### config.mk
export PLATFORM = sky130hd
export DESIGN_NAME = ssec_channel_ctrl
export DESIGN_NICKNAME = d
export VERILOG_FILES = /design/src/ssec_pkg.sv /design/src/ssec_flag_if.sv /design/src/ssec_channel_ctrl.sv /design/src/ssec_flag_bank.sv /design/src/ssec_irq_gate.sv
export VERILOG_INCLUDE_DIRS = /design/src
export SDC_FILE = /design/constraint.sdc
export NUM_CORES = 1
export LEC_CHECK = 0
export BUFFER_PORTS_ARGS = -buffer_cell sky130_fd_sc_hd__buf_2
export CAP_MARGIN = 40
export CORE_ASPECT_RATIO = 1.4
export CORE_MARGIN = 2
export CORE_UTILIZATION = 45
export CTS_CLUSTER_DIAMETER = 120
export DETAILED_ROUTE_END_ITERATION = 12
export GPL_TIMING_DRIVEN = 0
export PLACE_DENSITY = 0.72
export SYNTH_ARGS = -nofsm -noshare
export SYNTH_HDL_FRONTEND = slang
export SYNTH_SLANG_ARGS = --single-unit
### constraint.sdc
create_clock -name ref_clk -period 2 [get_ports ref_clk]
set_clock_uncertainty 0.15 [all_clocks]
set_input_delay 0.4 -clock ref_clk [delete_from_list [all_inputs] [get_ports ref_clk]]
set_output_delay 0.4 -clock ref_clk [all_outputs]
set_load 0.05 [all_outputs]
### src/ssec_params.svh
// Offsets, field positions, reset values and channel numbers of the channel control block
`ifndef SSEC_PARAMS_SVH
`define SSEC_PARAMS_SVH

// ----------------------------------------------------------------
// Register offsets
// ----------------------------------------------------------------
`define SSEC_OFS_STOP 8'h00
`define SSEC_OFS_MODE 8'h04
`define SSEC_OFS_CTRL 8'h08
`define SSEC_OFS_STAT 8'h0c
`define SSEC_OFS_IREQ 8'h10
`define SSEC_OFS_MASK 8'h14
`define SSEC_OFS_PSEL 8'h18

// ----------------------------------------------------------------
// Control register fields
// ----------------------------------------------------------------
`define SSEC_BIT_TX_IRQ_ON 7
`define SSEC_BIT_RX_IRQ_ON 6
`define SSEC_BIT_TX_ON 5
`define SSEC_BIT_RX_ON 4
`define SSEC_BIT_TX_END_IRQ_ON 2

// ----------------------------------------------------------------
// Status register fields and flag bank slots
// ----------------------------------------------------------------
`define SSEC_BIT_OVERRUN 5
`define SSEC_BIT_FRAMING 4
`define SSEC_BIT_PARITY 3
`define SSEC_ERR_PARITY 0
`define SSEC_ERR_FRAMING 1
`define SSEC_ERR_OVERRUN 2
`define SSEC_REQ_RX 0
`define SSEC_REQ_TX 1
`define SSEC_REQ_TX_END 2
`define SSEC_REQ_ERR 3

// ----------------------------------------------------------------
// Reset values and channels that need the pin selection
// ----------------------------------------------------------------
`define SSEC_RST_STOP 1'b1
`define SSEC_RST_MODE 8'h00
`define SSEC_RST_CTRL 8'h00
`define SSEC_RST_MASK 4'h0
`define SSEC_RST_FLAGS 4'h0
`define SSEC_PSEL_CH_A 1
`define SSEC_PSEL_CH_B 2
`define SSEC_PSEL_CH_C 3
`define SSEC_PSEL_CH_D 6

`endif

### src/ssec_pkg.sv
// Types shared by the channel control block and its flag helpers
package ssec_pkg;

  typedef struct packed {
    logic [3:0] q;
  } ssec_flags_t;

  typedef struct packed {
    logic irq;
  } ssec_gate_t;

  typedef struct packed {
    logic module_stop_bit;
    logic [7:0] serial_mode_reg;
    logic [7:0] serial_control_reg;
    logic [3:0] irq_mask;
    logic pin_func_sel;
    logic [7:0] rd_data;
    logic tx_active;
    logic rx_active;
    logic pin_sck;
    logic pin_sck_oe_n;
    logic pin_txd;
    logic pin_txd_oe_n;
  } ssec_state_t;

endpackage

### src/ssec_flag_if.sv
// Set, clear and value lines of a bank of four sticky flags
`timescale 1ns/1ps
interface ssec_flag_if;
  logic [3:0] set;
  logic [3:0] clr;
  logic [3:0] q;
  modport owner (input set, input clr, output q);
  modport user (output set, output clr, input q);
  modport monitor (input q);
endinterface

### src/ssec_channel_ctrl.sv
// Register front end, module stop gate, enables and flags of one synchronous serial channel
//
// Local design decisions: strobed register access and the register offsets.
`timescale 1ns/1ps
`include "ssec_params.svh"

module ssec_channel_ctrl #(
  parameter int unsigned CHANNEL = 2
) (
  // Clock and reset
  input wire logic ref_clk,
  input wire logic rst_n,
  // Register port
  input wire logic [7:0] reg_addr,
  input wire logic [7:0] reg_wdata,
  input wire logic reg_wr,
  input wire logic reg_rd,
  output logic [7:0] reg_rdata,
  // Events from the data path
  input wire logic ev_tx_empty,
  input wire logic ev_rx_full,
  input wire logic ev_tx_end,
  input wire logic ev_overrun,
  input wire logic ev_framing,
  input wire logic ev_parity,
  // Serial signals from the data path
  input wire logic core_sck,
  input wire logic core_txd,
  // Channel state
  output logic module_stopped,
  output logic tx_active,
  output logic rx_active,
  output logic irq,
  // Serial pins
  output logic pin_sck,
  output logic pin_sck_oe_n,
  output logic pin_txd,
  output logic pin_txd_oe_n
);
  import ssec_pkg::*;

  // ----------------------------------------------------------------
  // Helpers
  // ----------------------------------------------------------------
  function automatic logic is_chan_reg(input logic [7:0] a);
    is_chan_reg = (a == `SSEC_OFS_MODE) || (a == `SSEC_OFS_CTRL) ||
                  (a == `SSEC_OFS_STAT) || (a == `SSEC_OFS_IREQ) ||
                  (a == `SSEC_OFS_MASK) || (a == `SSEC_OFS_PSEL);
  endfunction

  function automatic logic needs_pinsel(input int unsigned ch);
    needs_pinsel = (ch == `SSEC_PSEL_CH_A) || (ch == `SSEC_PSEL_CH_B) ||
                   (ch == `SSEC_PSEL_CH_C) || (ch == `SSEC_PSEL_CH_D);
  endfunction

  localparam logic PIN_SELECT_STEP = needs_pinsel(CHANNEL);

  localparam ssec_state_t RESET_STATE = '{
    module_stop_bit: `SSEC_RST_STOP,
    serial_mode_reg: `SSEC_RST_MODE,
    serial_control_reg: `SSEC_RST_CTRL,
    irq_mask: `SSEC_RST_MASK,
    pin_func_sel: 1'b0,
    rd_data: 8'h00,
    tx_active: 1'b0,
    rx_active: 1'b0,
    pin_sck: 1'b1,
    pin_sck_oe_n: 1'b1,
    pin_txd: 1'b1,
    pin_txd_oe_n: 1'b1
  };

  ssec_state_t st;
  ssec_state_t next_st;
  ssec_flag_if err_if();
  ssec_flag_if req_if();
  logic chan_open;
  logic chan_wr;
  logic tx_on;
  logic rx_on;
  logic tx_irq_on;
  logic rx_irq_on;
  logic tx_end_irq_on;
  logic pins_routed;

  // ----------------------------------------------------------------
  // Access gate and enable bits
  // ----------------------------------------------------------------
  assign chan_open = !st.module_stop_bit;
  assign chan_wr = reg_wr && chan_open && is_chan_reg(reg_addr);
  assign tx_on = st.serial_control_reg[`SSEC_BIT_TX_ON];
  assign rx_on = st.serial_control_reg[`SSEC_BIT_RX_ON];
  assign tx_irq_on = st.serial_control_reg[`SSEC_BIT_TX_IRQ_ON];
  assign rx_irq_on = st.serial_control_reg[`SSEC_BIT_RX_IRQ_ON];
  assign tx_end_irq_on = st.serial_control_reg[`SSEC_BIT_TX_END_IRQ_ON];
  assign pins_routed = chan_open && (st.pin_func_sel || !PIN_SELECT_STEP);

  // ----------------------------------------------------------------
  // Flag banks
  // ----------------------------------------------------------------
  // A stopped channel has no running data path, so its events are dropped
  assign err_if.set[`SSEC_ERR_OVERRUN] = chan_open && ev_overrun;
  assign err_if.set[`SSEC_ERR_FRAMING] = chan_open && ev_framing;
  assign err_if.set[`SSEC_ERR_PARITY] = chan_open && ev_parity;
  assign err_if.set[3] = 1'b0;
  assign err_if.clr[`SSEC_ERR_OVERRUN] = chan_wr && (reg_addr == `SSEC_OFS_STAT) &&
                                         !reg_wdata[`SSEC_BIT_OVERRUN];
  assign err_if.clr[`SSEC_ERR_FRAMING] = chan_wr && (reg_addr == `SSEC_OFS_STAT) &&
                                         !reg_wdata[`SSEC_BIT_FRAMING];
  assign err_if.clr[`SSEC_ERR_PARITY] = chan_wr && (reg_addr == `SSEC_OFS_STAT) &&
                                        !reg_wdata[`SSEC_BIT_PARITY];
  assign err_if.clr[3] = 1'b0;

  assign req_if.set[`SSEC_REQ_RX] = chan_open && rx_on && rx_irq_on && ev_rx_full;
  assign req_if.set[`SSEC_REQ_TX] = chan_open && tx_on && tx_irq_on && ev_tx_empty;
  assign req_if.set[`SSEC_REQ_TX_END] = chan_open && tx_on && tx_end_irq_on && ev_tx_end;
  assign req_if.set[`SSEC_REQ_ERR] = chan_open && rx_on && rx_irq_on &&
                                     (ev_overrun || ev_framing || ev_parity);
  // Write one to clear; the control register is not touched here
  assign req_if.clr = (chan_wr && (reg_addr == `SSEC_OFS_IREQ)) ? reg_wdata[3:0] : 4'h0;

  ssec_flag_bank u_err_flags (
    .ref_clk(ref_clk),
    .rst_n(rst_n),
    .f(err_if.owner)
  );

  ssec_flag_bank u_req_flags (
    .ref_clk(ref_clk),
    .rst_n(rst_n),
    .f(req_if.owner)
  );

  ssec_irq_gate u_irq_gate (
    .ref_clk(ref_clk),
    .rst_n(rst_n),
    .flags(req_if.monitor),
    .mask(st.irq_mask),
    .irq(irq)
  );

  // ----------------------------------------------------------------
  // Next state
  // ----------------------------------------------------------------
  always_comb begin
    next_st = st;
    next_st.rd_data = 8'h00;
    if (reg_wr) begin
      if (reg_addr == `SSEC_OFS_STOP) begin
        next_st.module_stop_bit = reg_wdata[0];
      end else if (chan_wr && reg_addr == `SSEC_OFS_MODE) begin
        next_st.serial_mode_reg = reg_wdata;
      end else if (chan_wr && reg_addr == `SSEC_OFS_CTRL) begin
        next_st.serial_control_reg = reg_wdata;
      end else if (chan_wr && reg_addr == `SSEC_OFS_MASK) begin
        next_st.irq_mask = reg_wdata[3:0];
      end else if (chan_wr && reg_addr == `SSEC_OFS_PSEL) begin
        next_st.pin_func_sel = reg_wdata[0];
      end
    end
    if (reg_rd) begin
      if (reg_addr == `SSEC_OFS_STOP) begin
        next_st.rd_data = {7'h00, st.module_stop_bit};
      end else if (!chan_open) begin
        next_st.rd_data = 8'h00;
      end else if (reg_addr == `SSEC_OFS_MODE) begin
        next_st.rd_data = st.serial_mode_reg;
      end else if (reg_addr == `SSEC_OFS_CTRL) begin
        next_st.rd_data = st.serial_control_reg;
      end else if (reg_addr == `SSEC_OFS_STAT) begin
        next_st.rd_data[`SSEC_BIT_OVERRUN] = err_if.q[`SSEC_ERR_OVERRUN];
        next_st.rd_data[`SSEC_BIT_FRAMING] = err_if.q[`SSEC_ERR_FRAMING];
        next_st.rd_data[`SSEC_BIT_PARITY] = err_if.q[`SSEC_ERR_PARITY];
      end else if (reg_addr == `SSEC_OFS_IREQ) begin
        next_st.rd_data = {4'h0, req_if.q};
      end else if (reg_addr == `SSEC_OFS_MASK) begin
        next_st.rd_data = {4'h0, st.irq_mask};
      end else if (reg_addr == `SSEC_OFS_PSEL) begin
        next_st.rd_data = {7'h00, st.pin_func_sel};
      end
    end
    // Transmit runs on both transmit enables; receive joins only in full duplex
    next_st.tx_active = chan_open && tx_on && tx_irq_on;
    next_st.rx_active = chan_open && tx_on && tx_irq_on && rx_on && rx_irq_on;
    // Pins not routed to the channel are released to the port
    next_st.pin_sck = pins_routed ? core_sck : 1'b1;
    next_st.pin_sck_oe_n = !pins_routed;
    next_st.pin_txd = pins_routed ? core_txd : 1'b1;
    next_st.pin_txd_oe_n = !pins_routed;
  end

  // ----------------------------------------------------------------
  // State register and outputs
  // ----------------------------------------------------------------
  always_ff @(posedge ref_clk) begin
    if (!rst_n) begin
      st <= RESET_STATE;
    end else begin
      st <= next_st;
    end
  end

  assign reg_rdata = st.rd_data;
  assign module_stopped = st.module_stop_bit;
  assign tx_active = st.tx_active;
  assign rx_active = st.rx_active;
  assign pin_sck = st.pin_sck;
  assign pin_sck_oe_n = st.pin_sck_oe_n;
  assign pin_txd = st.pin_txd;
  assign pin_txd_oe_n = st.pin_txd_oe_n;

  // ----------------------------------------------------------------
  // Checks: access gate and retention
  // ----------------------------------------------------------------
  chk_stop_blocks_read: assert property (@(posedge ref_clk) disable iff (!rst_n)
    (reg_rd && st.module_stop_bit && reg_addr != `SSEC_OFS_STOP) |=> (reg_rdata == 8'h00))
    else $error("Channel register read while stopped");

  chk_stop_blocks_write: assert property (@(posedge ref_clk) disable iff (!rst_n)
    (reg_wr && st.module_stop_bit && reg_addr == `SSEC_OFS_CTRL)
    |=> $stable(st.serial_control_reg))
    else $error("Control register changed while stopped");

  chk_stop_keeps_mode: assert property (@(posedge ref_clk) disable iff (!rst_n)
    (st.module_stop_bit && $past(st.module_stop_bit)) |-> $stable(st.serial_mode_reg))
    else $error("Mode register lost while stopped");

  chk_stop_keeps_regs: assert property (@(posedge ref_clk) disable iff (!rst_n)
    (st.module_stop_bit && $past(st.module_stop_bit))
    |-> ($stable(st.serial_control_reg) && $stable(st.irq_mask) && $stable(st.pin_func_sel)))
    else $error("Channel register lost while stopped");

  chk_stop_keeps_flags: assert property (@(posedge ref_clk) disable iff (!rst_n)
    (st.module_stop_bit && $past(st.module_stop_bit))
    |-> ($stable(err_if.q) && $stable(req_if.q)))
    else $error("Flag changed while stopped");

  chk_release_opens: assert property (@(posedge ref_clk) disable iff (!rst_n)
    (reg_wr && reg_addr == `SSEC_OFS_STOP && !reg_wdata[0])
    ##1 (reg_rd && reg_addr == `SSEC_OFS_MODE)
    |=> (reg_rdata == st.serial_mode_reg))
    else $error("Mode register not readable after release");

  chk_release_clears_bit: assert property (@(posedge ref_clk) disable iff (!rst_n)
    (reg_wr && reg_addr == `SSEC_OFS_STOP && !reg_wdata[0]) |=> !module_stopped)
    else $error("Stop bit still set after release");

  chk_stop_read_open: assert property (@(posedge ref_clk) disable iff (!rst_n)
    (reg_rd && reg_addr == `SSEC_OFS_STOP)
    |=> (reg_rdata == {7'h00, $past(st.module_stop_bit)}))
    else $error("Stop bit not readable");

  chk_stop_sets_bit: assert property (@(posedge ref_clk) disable iff (!rst_n)
    (reg_wr && reg_addr == `SSEC_OFS_STOP && reg_wdata[0])
    |=> (module_stopped && $stable(st.serial_control_reg)) ##1 !tx_active)
    else $error("Stop bit write did not stop the channel");

  chk_stop_halts: assert property (@(posedge ref_clk) disable iff (!rst_n)
    st.module_stop_bit |=> (!tx_active && !rx_active))
    else $error("Channel still running while stopped");

  // ----------------------------------------------------------------
  // Checks: registers and enables
  // ----------------------------------------------------------------
  chk_mode_reset: assert property (@(posedge ref_clk)
    !rst_n |=> (st.serial_mode_reg == 8'h00 && st.serial_control_reg == 8'h00))
    else $error("Mode or control register not 00h after reset");

  chk_reset_idle: assert property (@(posedge ref_clk)
    !rst_n |=> (!tx_active && !rx_active && module_stopped))
    else $error("Channel not idle after reset");

  chk_mode_write_lands: assert property (@(posedge ref_clk) disable iff (!rst_n)
    (chan_wr && reg_addr == `SSEC_OFS_MODE) |=> (st.serial_mode_reg == $past(reg_wdata)))
    else $error("Mode register write lost");

  chk_ctrl_write_lands: assert property (@(posedge ref_clk) disable iff (!rst_n)
    (chan_wr && reg_addr == `SSEC_OFS_CTRL) |=> (st.serial_control_reg == $past(reg_wdata)))
    else $error("Control register write lost");

  chk_ctrl_readback: assert property (@(posedge ref_clk) disable iff (!rst_n)
    (reg_rd && chan_open && reg_addr == `SSEC_OFS_CTRL)
    |=> (reg_rdata == $past(st.serial_control_reg)))
    else $error("Control register read back wrong");

  chk_tx_only_start: assert property (@(posedge ref_clk) disable iff (!rst_n)
    (chan_open && tx_on && tx_irq_on && !(rx_on && rx_irq_on))
    |=> (tx_active && !rx_active))
    else $error("Transmit-only operation not started");

  chk_duplex_start: assert property (@(posedge ref_clk) disable iff (!rst_n)
    (chan_open && tx_on && tx_irq_on && rx_on && rx_irq_on) |=> (tx_active && rx_active))
    else $error("Full-duplex operation not started");

  chk_rx_needs_tx: assert property (@(posedge ref_clk) disable iff (!rst_n)
    rx_active |-> tx_active)
    else $error("Receive running without transmit");

  chk_enables_stop: assert property (@(posedge ref_clk) disable iff (!rst_n)
    (chan_wr && reg_addr == `SSEC_OFS_CTRL && reg_wdata == 8'h00)
    |=> ##1 (!tx_active && !rx_active))
    else $error("Channel still running after enables cleared");

  // ----------------------------------------------------------------
  // Checks: flags and pins
  // ----------------------------------------------------------------
  chk_error_clear: assert property (@(posedge ref_clk) disable iff (!rst_n)
    (chan_wr && reg_addr == `SSEC_OFS_STAT && !reg_wdata[`SSEC_BIT_OVERRUN] && !ev_overrun)
    |=> !err_if.q[`SSEC_ERR_OVERRUN])
    else $error("Overrun flag not cleared by a written zero");

  chk_error_kept: assert property (@(posedge ref_clk) disable iff (!rst_n)
    (chan_wr && reg_addr == `SSEC_OFS_STAT && reg_wdata[`SSEC_BIT_FRAMING] &&
     err_if.q[`SSEC_ERR_FRAMING]) |=> err_if.q[`SSEC_ERR_FRAMING])
    else $error("Framing flag lost on a written one");

  chk_error_read: assert property (@(posedge ref_clk) disable iff (!rst_n)
    (reg_rd && chan_open && reg_addr == `SSEC_OFS_STAT)
    |=> (reg_rdata[`SSEC_BIT_PARITY] == $past(err_if.q[`SSEC_ERR_PARITY])))
    else $error("Parity flag read back wrong");

  chk_pin_routing: assert property (@(posedge ref_clk) disable iff (!rst_n)
    (chan_open && (st.pin_func_sel || !PIN_SELECT_STEP)) |=> (!pin_sck_oe_n && !pin_txd_oe_n))
    else $error("Pins not driven once routed");

  chk_pins_released: assert property (@(posedge ref_clk) disable iff (!rst_n)
    !pins_routed |=> (pin_sck_oe_n && pin_txd_oe_n && pin_sck && pin_txd))
    else $error("Unrouted pins not released high");

  chk_clear_keeps_enables: assert property (@(posedge ref_clk) disable iff (!rst_n)
    (chan_wr && reg_addr == `SSEC_OFS_IREQ) |=> $stable(st.serial_control_reg))
    else $error("Request clear disturbed the control register");

  chk_request_sticky: assert property (@(posedge ref_clk) disable iff (!rst_n)
    (req_if.q[`SSEC_REQ_RX] &&
     !(chan_wr && reg_addr == `SSEC_OFS_IREQ && reg_wdata[`SSEC_REQ_RX]))
    |=> req_if.q[`SSEC_REQ_RX])
    else $error("Receive request dropped without a clear");
endmodule

### src/ssec_flag_bank.sv
// Bank of four sticky flags in which a set beats a clear in the same cycle
`timescale 1ns/1ps
`include "ssec_params.svh"
module ssec_flag_bank (
  // Clock and reset
  input wire logic ref_clk,
  input wire logic rst_n,
  // Flag lines
  ssec_flag_if.owner f
);
  import ssec_pkg::*;

  ssec_flags_t st;
  ssec_flags_t next_st;

  always_comb begin
    next_st = st;
    for (int i = 0; i < 4; i++) begin
      if (f.set[i]) begin
        next_st.q[i] = 1'b1;
      end else if (f.clr[i]) begin
        next_st.q[i] = 1'b0;
      end
    end
  end

  always_ff @(posedge ref_clk) begin
    if (!rst_n) begin
      st <= '{q: `SSEC_RST_FLAGS};
    end else begin
      st <= next_st;
    end
  end

  assign f.q = st.q;

  chk_flag_set_wins: assert property (@(posedge ref_clk) disable iff (!rst_n)
    (f.set != 4'h0) |=> ((f.q & $past(f.set)) == $past(f.set)))
    else $error("A set flag was lost");
endmodule

### src/ssec_irq_gate.sv
// Masks pending request flags onto one registered interrupt level
`timescale 1ns/1ps
`include "ssec_params.svh"
module ssec_irq_gate (
  // Clock and reset
  input wire logic ref_clk,
  input wire logic rst_n,
  // Flags and mask
  ssec_flag_if.monitor flags,
  input wire logic [3:0] mask,
  // Interrupt
  output logic irq
);
  import ssec_pkg::*;

  ssec_gate_t st;
  ssec_gate_t next_st;

  always_comb begin
    next_st = st;
    next_st.irq = |(flags.q & mask);
  end

  always_ff @(posedge ref_clk) begin
    if (!rst_n) begin
      st <= '{irq: 1'b0};
    end else begin
      st <= next_st;
    end
  end

  assign irq = st.irq;

  chk_irq_follows_mask: assert property (@(posedge ref_clk) disable iff (!rst_n)
    ##1 (irq == (|($past(flags.q) & $past(mask)))))
    else $error("Interrupt level does not follow masked flags");
endmodule

==> impl_metrics.yaml, run 1 <==
layout:
  synthToLayoutAreaGrowth_pct: 19.3
  insertedDiodeCount: 0
  drive_gt1_share_pct: 29.1
  final_core_util_pct: 56.1
  nets: 285
  final_common_cell: "buf_2"
  mostFrequentLayoutCells: "buf_2 (46), dfxtp_1 (43), mux2i_1 (25), nor2b_1 (25), nand2_1 (14)"
global_route:
  antenna_found_initial: 0
  grt_use_total_pct: 20.4
  grt_max_degree: 13
  grt_overflow: 0
  grt_pass1_wl_um: 7680
  grt_pass1_vias: 1587
synthesis:
  synth_area_leader_cell: "dfxtp_1"
  ys_top_cells_by_area: "dfxtp_1 (43%), mux2i_1 (12%), nor2b_1 (8.1%), buf_4 (3.7%), nand2_1 (2.6%)"
  syn_inst: 208
  yosysSeqAreaShare_pct: 42.9
  synth_top_area_share_pct: 42.9
  synth_edf_count: 0
  yosysWarnings: 0
  synth_cell_types: 41
  avgSynthCellArea_sq_um: 9.65
  ys_seq_elements: 43
  syn-num-nets: 236
  async_reset_ff_share_pct: 0
  synthFlopType: "dfxtp_1"
  syn_area_sq_mm: 0.00201
route:
  avgViaCountPerCell: 5.34
  drt_first_pass_iters: 4
  routedWlPerCell_um: 15.0
  wl_um: 4770
  top_layer_used: "met4"
  dr_wl_met3_um: 251
  routedLengthMet1_um: 2040
  ant_nets: 0
  drc: 0
  drt_iter0_markers: 72
  routed-via-count: 1697
  route.met2.wl_um: 2410
cts:
  cts_num_sinks: 43
  clk_pin_slew_ns: 0.08
  cts_buffer_depth: 2
  cts_tree: "done"
  cts_root_buf: "clkbuf_8"
  htree_levels: 2
  cts_buffers: 5
  clock_latency_ns: 0.30
floorplanning:
  dieArea_sq_mm: 0.00502
  dieWidth_um: 60.5
  fp.coreArea_sq_mm: 0.00427
  die-height_um: 83.0
  ioPinCount: 44
  rows: 28
  start_util_pct: 47.0
sta:
  finalCritPeriodShare_pct: 90.9
  timing.setup.tns_ns: 0
  max_slew.worst_pin.slew_ns: 0.549
  rsz0062_at_grt: "no"
  setup_viol: 0
  min_period_ns: 1.82
  slew_violations: 0
  max_freq_mhz: 550
  relSlewSlack_pct: 63.1
  finalHoldViolations: 0
setup_path:
  startpoint_type: "register"
  cp.arrival_ns: 1.88
  timing.rr.start: "module_stopped"
  critical_path_class: "register to register"
  rrSetupSlack_ns: 0.18
  cp_data_required_time_ns: 2.06
  r2r_cells: 5
  critPathMaxFanout: 10
  timing.rr.end: "reg_rdata[0]"
  end_kind: "register"
job:
  cap_violations: 0
power_and_ir_drop:
  total_power_mw: 1.57
  ir_worst_vdd_uv: 343
  power_leakage_nw: 1.08
  powerDensity_mw_per_mm2: 654
min_path:
  whs_endpoint: "pin_sck"
  hold_depth: 2
  min_from: "core_sck"
  hold_class: "primary input to register"
placement:
  port_buffers: 42
  gp_congestion: 0.874
  dp_hpwl_um: 3500
run_status:
  outcome: "completed"
-- how the worst max path moves through the flow --
stage | slack, ns | depth (start not counted) | end | from
floorplan | 0.24 | 5 | reg_rdata[0] | module_stopped
global placement | 0.03 | 5 | st[18] | reg_addr[5]
detailed placement | 0.02 | 5 | st[16] | reg_addr[5]
CTS | 0.02 | 5 | reg_rdata[0] | module_stopped
global route | 0.04 | 5 | reg_rdata[0] | module_stopped
finish | 0.18 | 5 | reg_rdata[0] | module_stopped
-- cell families after synthesis --
kind of cell | Yosys count | synth area share, %
and+or+nand+nor | 84 | 25.7
AOI/OAI and AO/OA | 31 | 11.0
muxes | 28 | 14.1
buffers and inverters | 22 | 6.23
DFF | 43 | 42.9
-- worst max-delay path, stage by stage, from the launching register on --
cell and delay (ns):
dfxtp_1 0.34, clkbuf_1 0.25, nor2b_2 0.32, nand3_1 0.20
a311o_1 0.35, o32ai_1 0.11
-- state kept, by name, indices dropped and copies added (netlist names) --
register and count:
module_stopped 1, pin_sck 1, pin_txd 1, pin_txd_oe_n 1, reg_rdata 8, rx_active 1
rx_irq_on 1, rx_on 1, st 19, tx_active 1, u_err_flags.f.q 3, u_irq_gate.irq 1
u_req_flags.f.q 4
-- final cells by class --
class,instances,area (sq um)
plain buffers,19,114
inverters,3,11.3
well taps,60,75.1
repair buffers,42,210
fillers,432,1880
flip-flops and latches,43,861
multi-input cells,143,1020
clock buffers,8,100
-- routing by layer --
| layer | global-route usage, % | up-vias |
|---|---|---|
| li1 | - | 832 |
| met1 | 24.6 | 809 |
| met2 | 33.5 | 50 |
| met3 | 5.61 | 6 |
| met4 | 7.71 | 0 |
| met5 | 0 | - |
-- synthesized netlist by cell type, drive strengths merged, types with 4 or more instances --
cell	number
dfxtp	43
nor2b	26
mux2i	25
buf	14
nand2	14
nor2	10
a22oi	6
nand3	6
clkbuf	5
a21oi	4
a31oi	4
nand3b	4
nor4	4
nor4b	4
-- power breakdown --
part / internal [mW] / total [mW] / switching [mW]
registers: 0.855 / 0.855 / 0.0000523
clock network: 0.315 / 0.603 / 0.288
logic: 0.0440 / 0.109 / 0.0655
-- per-stage QoR --
step / hold WS (ns) / setup WS [ns] / instance area (sq um) / std cells
floorplan: 0.245 / 0.235 / 2010 / 208
global placement: 0.271 / 0.0280 / 2290 / 310
detailed placement: 0.276 / 0.0171 / 2290 / 310
CTS: 0.140 / 0.0201 / 2390 / 318
global route: 0.135 / 0.0392 / 2400 / 318
finish: 0.134 / 0.182 / 2400 / 318
-- timing repair --
item / CTS / global route
endpoints found under the hold margin: 0 / 0
setup endpoints to repair: 0 / 1
resized for setup: 0 / 1
hold buffers: 0 / 0
setup buffers: 0 / 0
No activity file was read; power rests on OpenSTA's default activity.
==> run 2, diff against run 1 <==
==> constraint.sdc (replaced) <==
create_clock -name ref_clk -period 2 [get_ports ref_clk]
set_clock_uncertainty 0.15 [all_clocks]
set_input_delay 0.2 -clock ref_clk [delete_from_list [all_inputs] [get_ports ref_clk]]
set_output_delay 0.2 -clock ref_clk [all_outputs]
set_load 0.05 [all_outputs]
==> run 2 against run 1 <==
Net effect:
- the flow now finishes with violations (negative hold slack)
- flip-flop and latch count unchanged
- worst hold slack worse by 0.14 ns
- first-iteration DRC count increased by 57%
- count of clock-buffer cells in the layout unchanged
- routed wire length grew 0.36%
- design area up 1.7%
- final cell count rose by 1.3%
- register-to-register slack is essentially flat
- power grew 0.28%
- combinational power grew 6%
- via count grew 1.0%
- setup slack improved by 0.010 ns
==> impl_metrics.yaml, run 2 (synthesis gave the netlist of run 1 again) <==
run_status:
  outcome: "finished, violations left"
  violations: "negative hold slack"
power_and_ir_drop:
  powerDensity_mw_per_mm2: 645
  power_leakage_nw: 1.09
  ir_worst_vdd_uv: 352
global_route:
  grt_pass1_vias: 1624
  antenna_found_initial: 0
  grt_pass1_wl_um: 7780
  grt_max_degree: 13
  grt_use_total_pct: 20.6
  use_met3_pct: 5.30
  grt_use_met2_pct: 34.3
  grtUsageMet1_pct: 24.8
  top_usage_layer: "met2"
  grt_overflow: 0
layout:
  fill_cells: 427
  drive_gt1_share_pct: 28.6
  nets: 289
  insertedDiodeCount: 0
  final_common_cell: "buf_2"
  largest_reg_flops: 19
  largest-register: "st"
  ff_latch_area_sq_um: 861
  multi_input_comb_area_sq_mm: 0.00102
  synthToLayoutAreaGrowth_pct: 21.3
  final_core_util_pct: 57.0
  mostFrequentLayoutCells: "buf_2 (46), dfxtp_1 (43), mux2i_1 (25), nor2b_1 (25), nand2_1 (14)"
route:
  wl_um: 4790
  routed-via-count: 1714
  routedWlPerCell_um: 14.9
  drc: 0
  avgViaCountPerCell: 5.32
  drt_first_pass_iters: 4
  ant_nets: 0
  drt_iter0_markers: 113
setup_path:
  timing.rr.start: "module_stopped"
  cp_data_required_time_ns: 2.06
  startpoint: "module_stopped"
  startpoint_type: "register"
  cp.arrival_ns: 1.87
  critical_path_class: "register to register"
  end_kind: "register"
  critPathMaxFanout: 10
sta:
  slew_violations: 0
  max_freq_mhz: 553
  timing.setup.tns_ns: 0
  rsz0062_at_grt: "no"
  relSlewSlack_pct: 63.2
  setup_viol: 0
  finalHoldViolations: 1
  hold_ws_ns: -0.00489
  finalCritPeriodShare_pct: 90.4
  max_slew.worst_pin.slew_ns: 0.547
  min_period_ns: 1.81
min_path:
  min_from: "ev_framing"
  hold_class: "primary input to register"
floorplanning:
  fp.coreArea_sq_mm: 0.00427
  ioPinCount: 44
  start_util_pct: 47.0
  rows: 28
  die-height_um: 83.0
  dieArea_sq_mm: 0.00502
  dieWidth_um: 60.5
cts:
  clock_latency_ns: 0.29
  cts_tree: "done"
  cts_setup_buffers: 0
  htree_levels: 2
  cts_root_buf: "clkbuf_8"
  cts_buffers: 5
  cts_buffer_depth: 2
  cts_num_sinks: 43
  clk_pin_slew_ns: 0.08
job:
  cap_violations: 0
placement:
  gp_congestion: 0.874
  dp_hpwl_um: 3500
  port_buffers: 42
-- run 2: path summary, 6_finish.rpt --
check | to | slack, ns | depth (start not counted)
setup / recovery | reg_rdata[0] | 0.19 | 5
setup reg to reg | reg_rdata[0] | 0.19 | 5
hold / removal | u_err_flags.f.q[1] | -0.005 | 3
hold reg to reg | pin_txd_oe_n | 0.30 | 1
-- run 2: cell type report --
class | instances | area share [%]
Buffer | 19 | 4.67
Clock buffer | 8 | 4.11
Inverter | 3 | 0.462
Multi-Input combinational cell | 143 | 42.1
Sequential cell | 43 | 35.3
Tap cell | 60 | 3.08
Timing Repair Buffer | 46 | 10.3
-- run 2: power breakdown --
part           total [mW]  leakage, nW  internal [mW]  switching [mW]
sequential          0.855        0.346          0.855       0.0000515
clock               0.602       0.0515          0.315           0.287
combinational       0.115        0.696         0.0491          0.0661
-- run 2: layer usage --
metal	routed length, um	part of all wire (%)	vias up
met5	0	0	-
met4	73	1.5	0
met3	248	5.2	9
met2	2430	51	58
met1	2040	43	804
li1	-	-	843
-- run 2: what timing repair did --
item,CTS,global route
resized for setup,0,1
hold buffers,4,0
endpoints found under the setup margin,0,1
endpoints found under the hold margin,4,0
-- run 2: stage by stage --
| stage | setup slack [ns] | cells | power [mW] | cell area (sq um) |
|---|---|---|---|---|
| 2_1_floorplan | 0.235 | 208 | 0.925 | 2010 |
| 3_3_place_gp | 0.0388 | 310 | 0.984 | 2290 |
| 3_5_place_dp | 0.0398 | 310 | 0.984 | 2290 |
| 4_1_cts | 0.0201 | 322 | 1.58 | 2430 |
| 5_1_grt | 0.0392 | 322 | 1.62 | 2440 |
| 6_report | 0.192 | 322 | 1.57 | 2440 |
-- run 2: critical path, cell delays in order (launching register included) --
cell	delay, ns
dfxtp_1	0.34
clkbuf_1	0.25
nor2b_2	0.32
nand3_1	0.20
a311o_1	0.35
o32ai_1	0.11
==> run 3, diff against run 2 <==
--- a/config.mk
+++ b/config.mk
@@ -9,7 +9,6 @@
 export BUFFER_PORTS_ARGS = -buffer_cell sky130_fd_sc_hd__buf_2
 export CAP_MARGIN = 40
 export CORE_ASPECT_RATIO = 1.4
-export CORE_MARGIN = 2
 export CORE_UTILIZATION = 45
 export CTS_CLUSTER_DIAMETER = 120
 export DETAILED_ROUTE_END_ITERATION = 12
==> run 3 against run 2 <==
Net effect:
- the run now ends clean
- register-to-register slack got worse by 0.07 ns
- first-iteration DRC count fell by 13%
- via count up 0.99%
- maximum frequency shrank 3.9%
==> impl_metrics.yaml, run 3 (synthesis gave the netlist of run 1 again) <==
sta:
  finalCritPeriodShare_pct: 94.0
  max_slew.worst_pin.slew_ns: 0.547
  min_period_ns: 1.88
  hold_ws_ns: 0.0107
  relSlewSlack_pct: 63.2
  max_freq_mhz: 532
  finalHoldViolations: 0
  setup_viol: 0
  timing.setup.tns_ns: 0
  slew_violations: 0
  rsz0062_at_grt: "no"
setup_path:
  critical_path_class: "register to register"
  slowest_stage: "a311o_1"
  slowest_delay_ns: 0.37
  cp_data_required_time_ns: 2.05
  path_buf_inv: 1
  end_kind: "register"
  critPathMaxFanout: 10
  startpoint_type: "register"
  timing.rr.start: "module_stopped"
  worstPathCellList: "clkbuf_1 > nor2b_2 > nand3_1 > a311o_1 > o32ai_1"
  timing.rr.end: "reg_rdata[0]"
  cp_top_family: "simple AND/OR/NAND/NOR gates"
  r2r_cells: 5
  cp.arrival_ns: 1.93
  rrSetupSlack_ns: 0.12
floorplanning:
  die-height_um: 81.0
  ioPinCount: 44
  start_util_pct: 47.4
  dieArea_sq_mm: 0.00474
  dieWidth_um: 58.5
  fp.coreArea_sq_mm: 0.00424
  rows: 28
route:
  drt_first_pass_iters: 5
  ant_nets: 0
  top_layer_used: "met4"
  wl_um: 4870
  dr_wl_met3_um: 226
  route.met2.wl_um: 2530
  routedLengthMet1_um: 1990
  avgViaCountPerCell: 5.41
  drt_iter0_markers: 98
  routed-via-count: 1731
  routedWlPerCell_um: 15.2
  drc: 0
cts:
  clk_pin_slew_ns: 0.07
  cts_num_sinks: 43
  cts_tree: "done"
  htree_levels: 2
  cts_buffer_depth: 2
  cts_buffers: 5
  cts_setup_buffers: 0
  clock_latency_ns: 0.29
  cts_root_buf: "clkbuf_8"
global_route:
  grt_use_total_pct: 21.1
  antenna_found_initial: 0
  grt_pass1_vias: 1524
  grt_overflow: 0
  grt_pass1_wl_um: 7360
  grt_max_degree: 12
layout:
  fill_cells: 408
  synthToLayoutAreaGrowth_pct: 19.9
  final_core_util_pct: 56.8
  largest-register: "st"
  insertedDiodeCount: 0
  multi_input_comb_area_sq_mm: 0.00102
  drive_gt1_share_pct: 28.1
  final_common_cell: "buf_2"
  mostFrequentLayoutCells: "buf_2 (46), dfxtp_1 (43), mux2i_1 (25), nor2b_1 (25), nand2_1 (14)"
  largest_reg_flops: 19
  nets: 289
  ff_latch_area_sq_um: 861
power_and_ir_drop:
  switching_power_mw: 0.342
  seq_power_share_pct: 57.8
  switching_share_pct: 23.1
  ir_worst_vdd_uv: 369
  power_frac_comb_pct: 7.9
  clkPwrFrac_pct: 34.3
  powerDensity_mw_per_mm2: 614
  power_leakage_nw: 1.08
  p_int_mw: 1.14
min_path:
  min_from: "ev_parity"
  whs_endpoint: "u_err_flags.f.q[0]"
  hold_class: "primary input to register"
  hold_depth: 3
placement:
  gp_congestion: 0.855
  dp_hpwl_um: 3570
  port_buffers: 42
run_status:
  outcome: "completed"
job:
  cap_violations: 0
-- run 3: cell types whose count changed in the layout (fill, tap and decap cells not counted), sizes merged --
cell | before | now
clkbuf | 13 | 11
-- run 3: metrics by stage --
stage	power, mW	std cells	worst slack [ns]	instance area, sq um
floorplan	0.925	208	0.235	2010
global placement	0.984	310	0.0249	2290
detailed placement	0.984	310	0.00889	2290
CTS	1.49	320	0.145	2410
global route	1.52	320	0.0512	2410
finish	1.48	320	0.120	2410
-- run 3: how the worst max path moves through the flow --
stage / depth (start not counted) / to / from / slack (ns)
after CTS: 5 / reg_rdata[0] / module_stopped / 0.14
after global placement: 5 / reg_rdata[0] / module_stopped / 0.02
after detailed placement: 5 / reg_rdata[0] / module_stopped / 0.009
after floorplan: 5 / reg_rdata[0] / module_stopped / 0.24
after global routing: 5 / reg_rdata[0] / module_stopped / 0.05
final: 5 / reg_rdata[0] / module_stopped / 0.12
-- run 3: timing repair --
item | CTS | global route
gates resized for setup | 1 | 0
endpoints found under the hold margin | 4 | 0
hold buffers | 4 | 0
setup endpoints to repair | 1 | 0
-- run 3: tightest hold or removal path, delay by kind of cell --
kind          cells  cell delay (ns)
buf+inv           1             0.09
simple gates      2             0.13
-- run 3: layout make-up --
cell class	count	share of cell area, %
multi-input cells	143	42.5
flip-flops and latches	43	35.7
repair buffers	46	10.4
plain buffers	19	4.73
well taps	60	3.12
clock buffers	6	3.01
inverters	3	0.468
-- run 3: power groups by stage --
stage | registers, mW | clock network, mW | logic (mW)
6_report | 0.855 | 0.508 | 0.116
5_1_grt | 0.855 | 0.538 | 0.124
3_5_place_dp | 0.876 | 0 | 0.108
2_1_floorplan | 0.876 | 0 | 0.0491
4_1_cts | 0.855 | 0.515 | 0.115
3_3_place_gp | 0.876 | 0 | 0.108
-- run 3: per-layer routing --
| metal | up-vias | GRT usage, % |
|---|---|---|
| met3 | 12 | 3.98 |
| li1 | 847 | - |
| met5 | - | 0 |
| met4 | 0 | 9.76 |
| met1 | 822 | 24.3 |
| met2 | 50 | 37.4 |
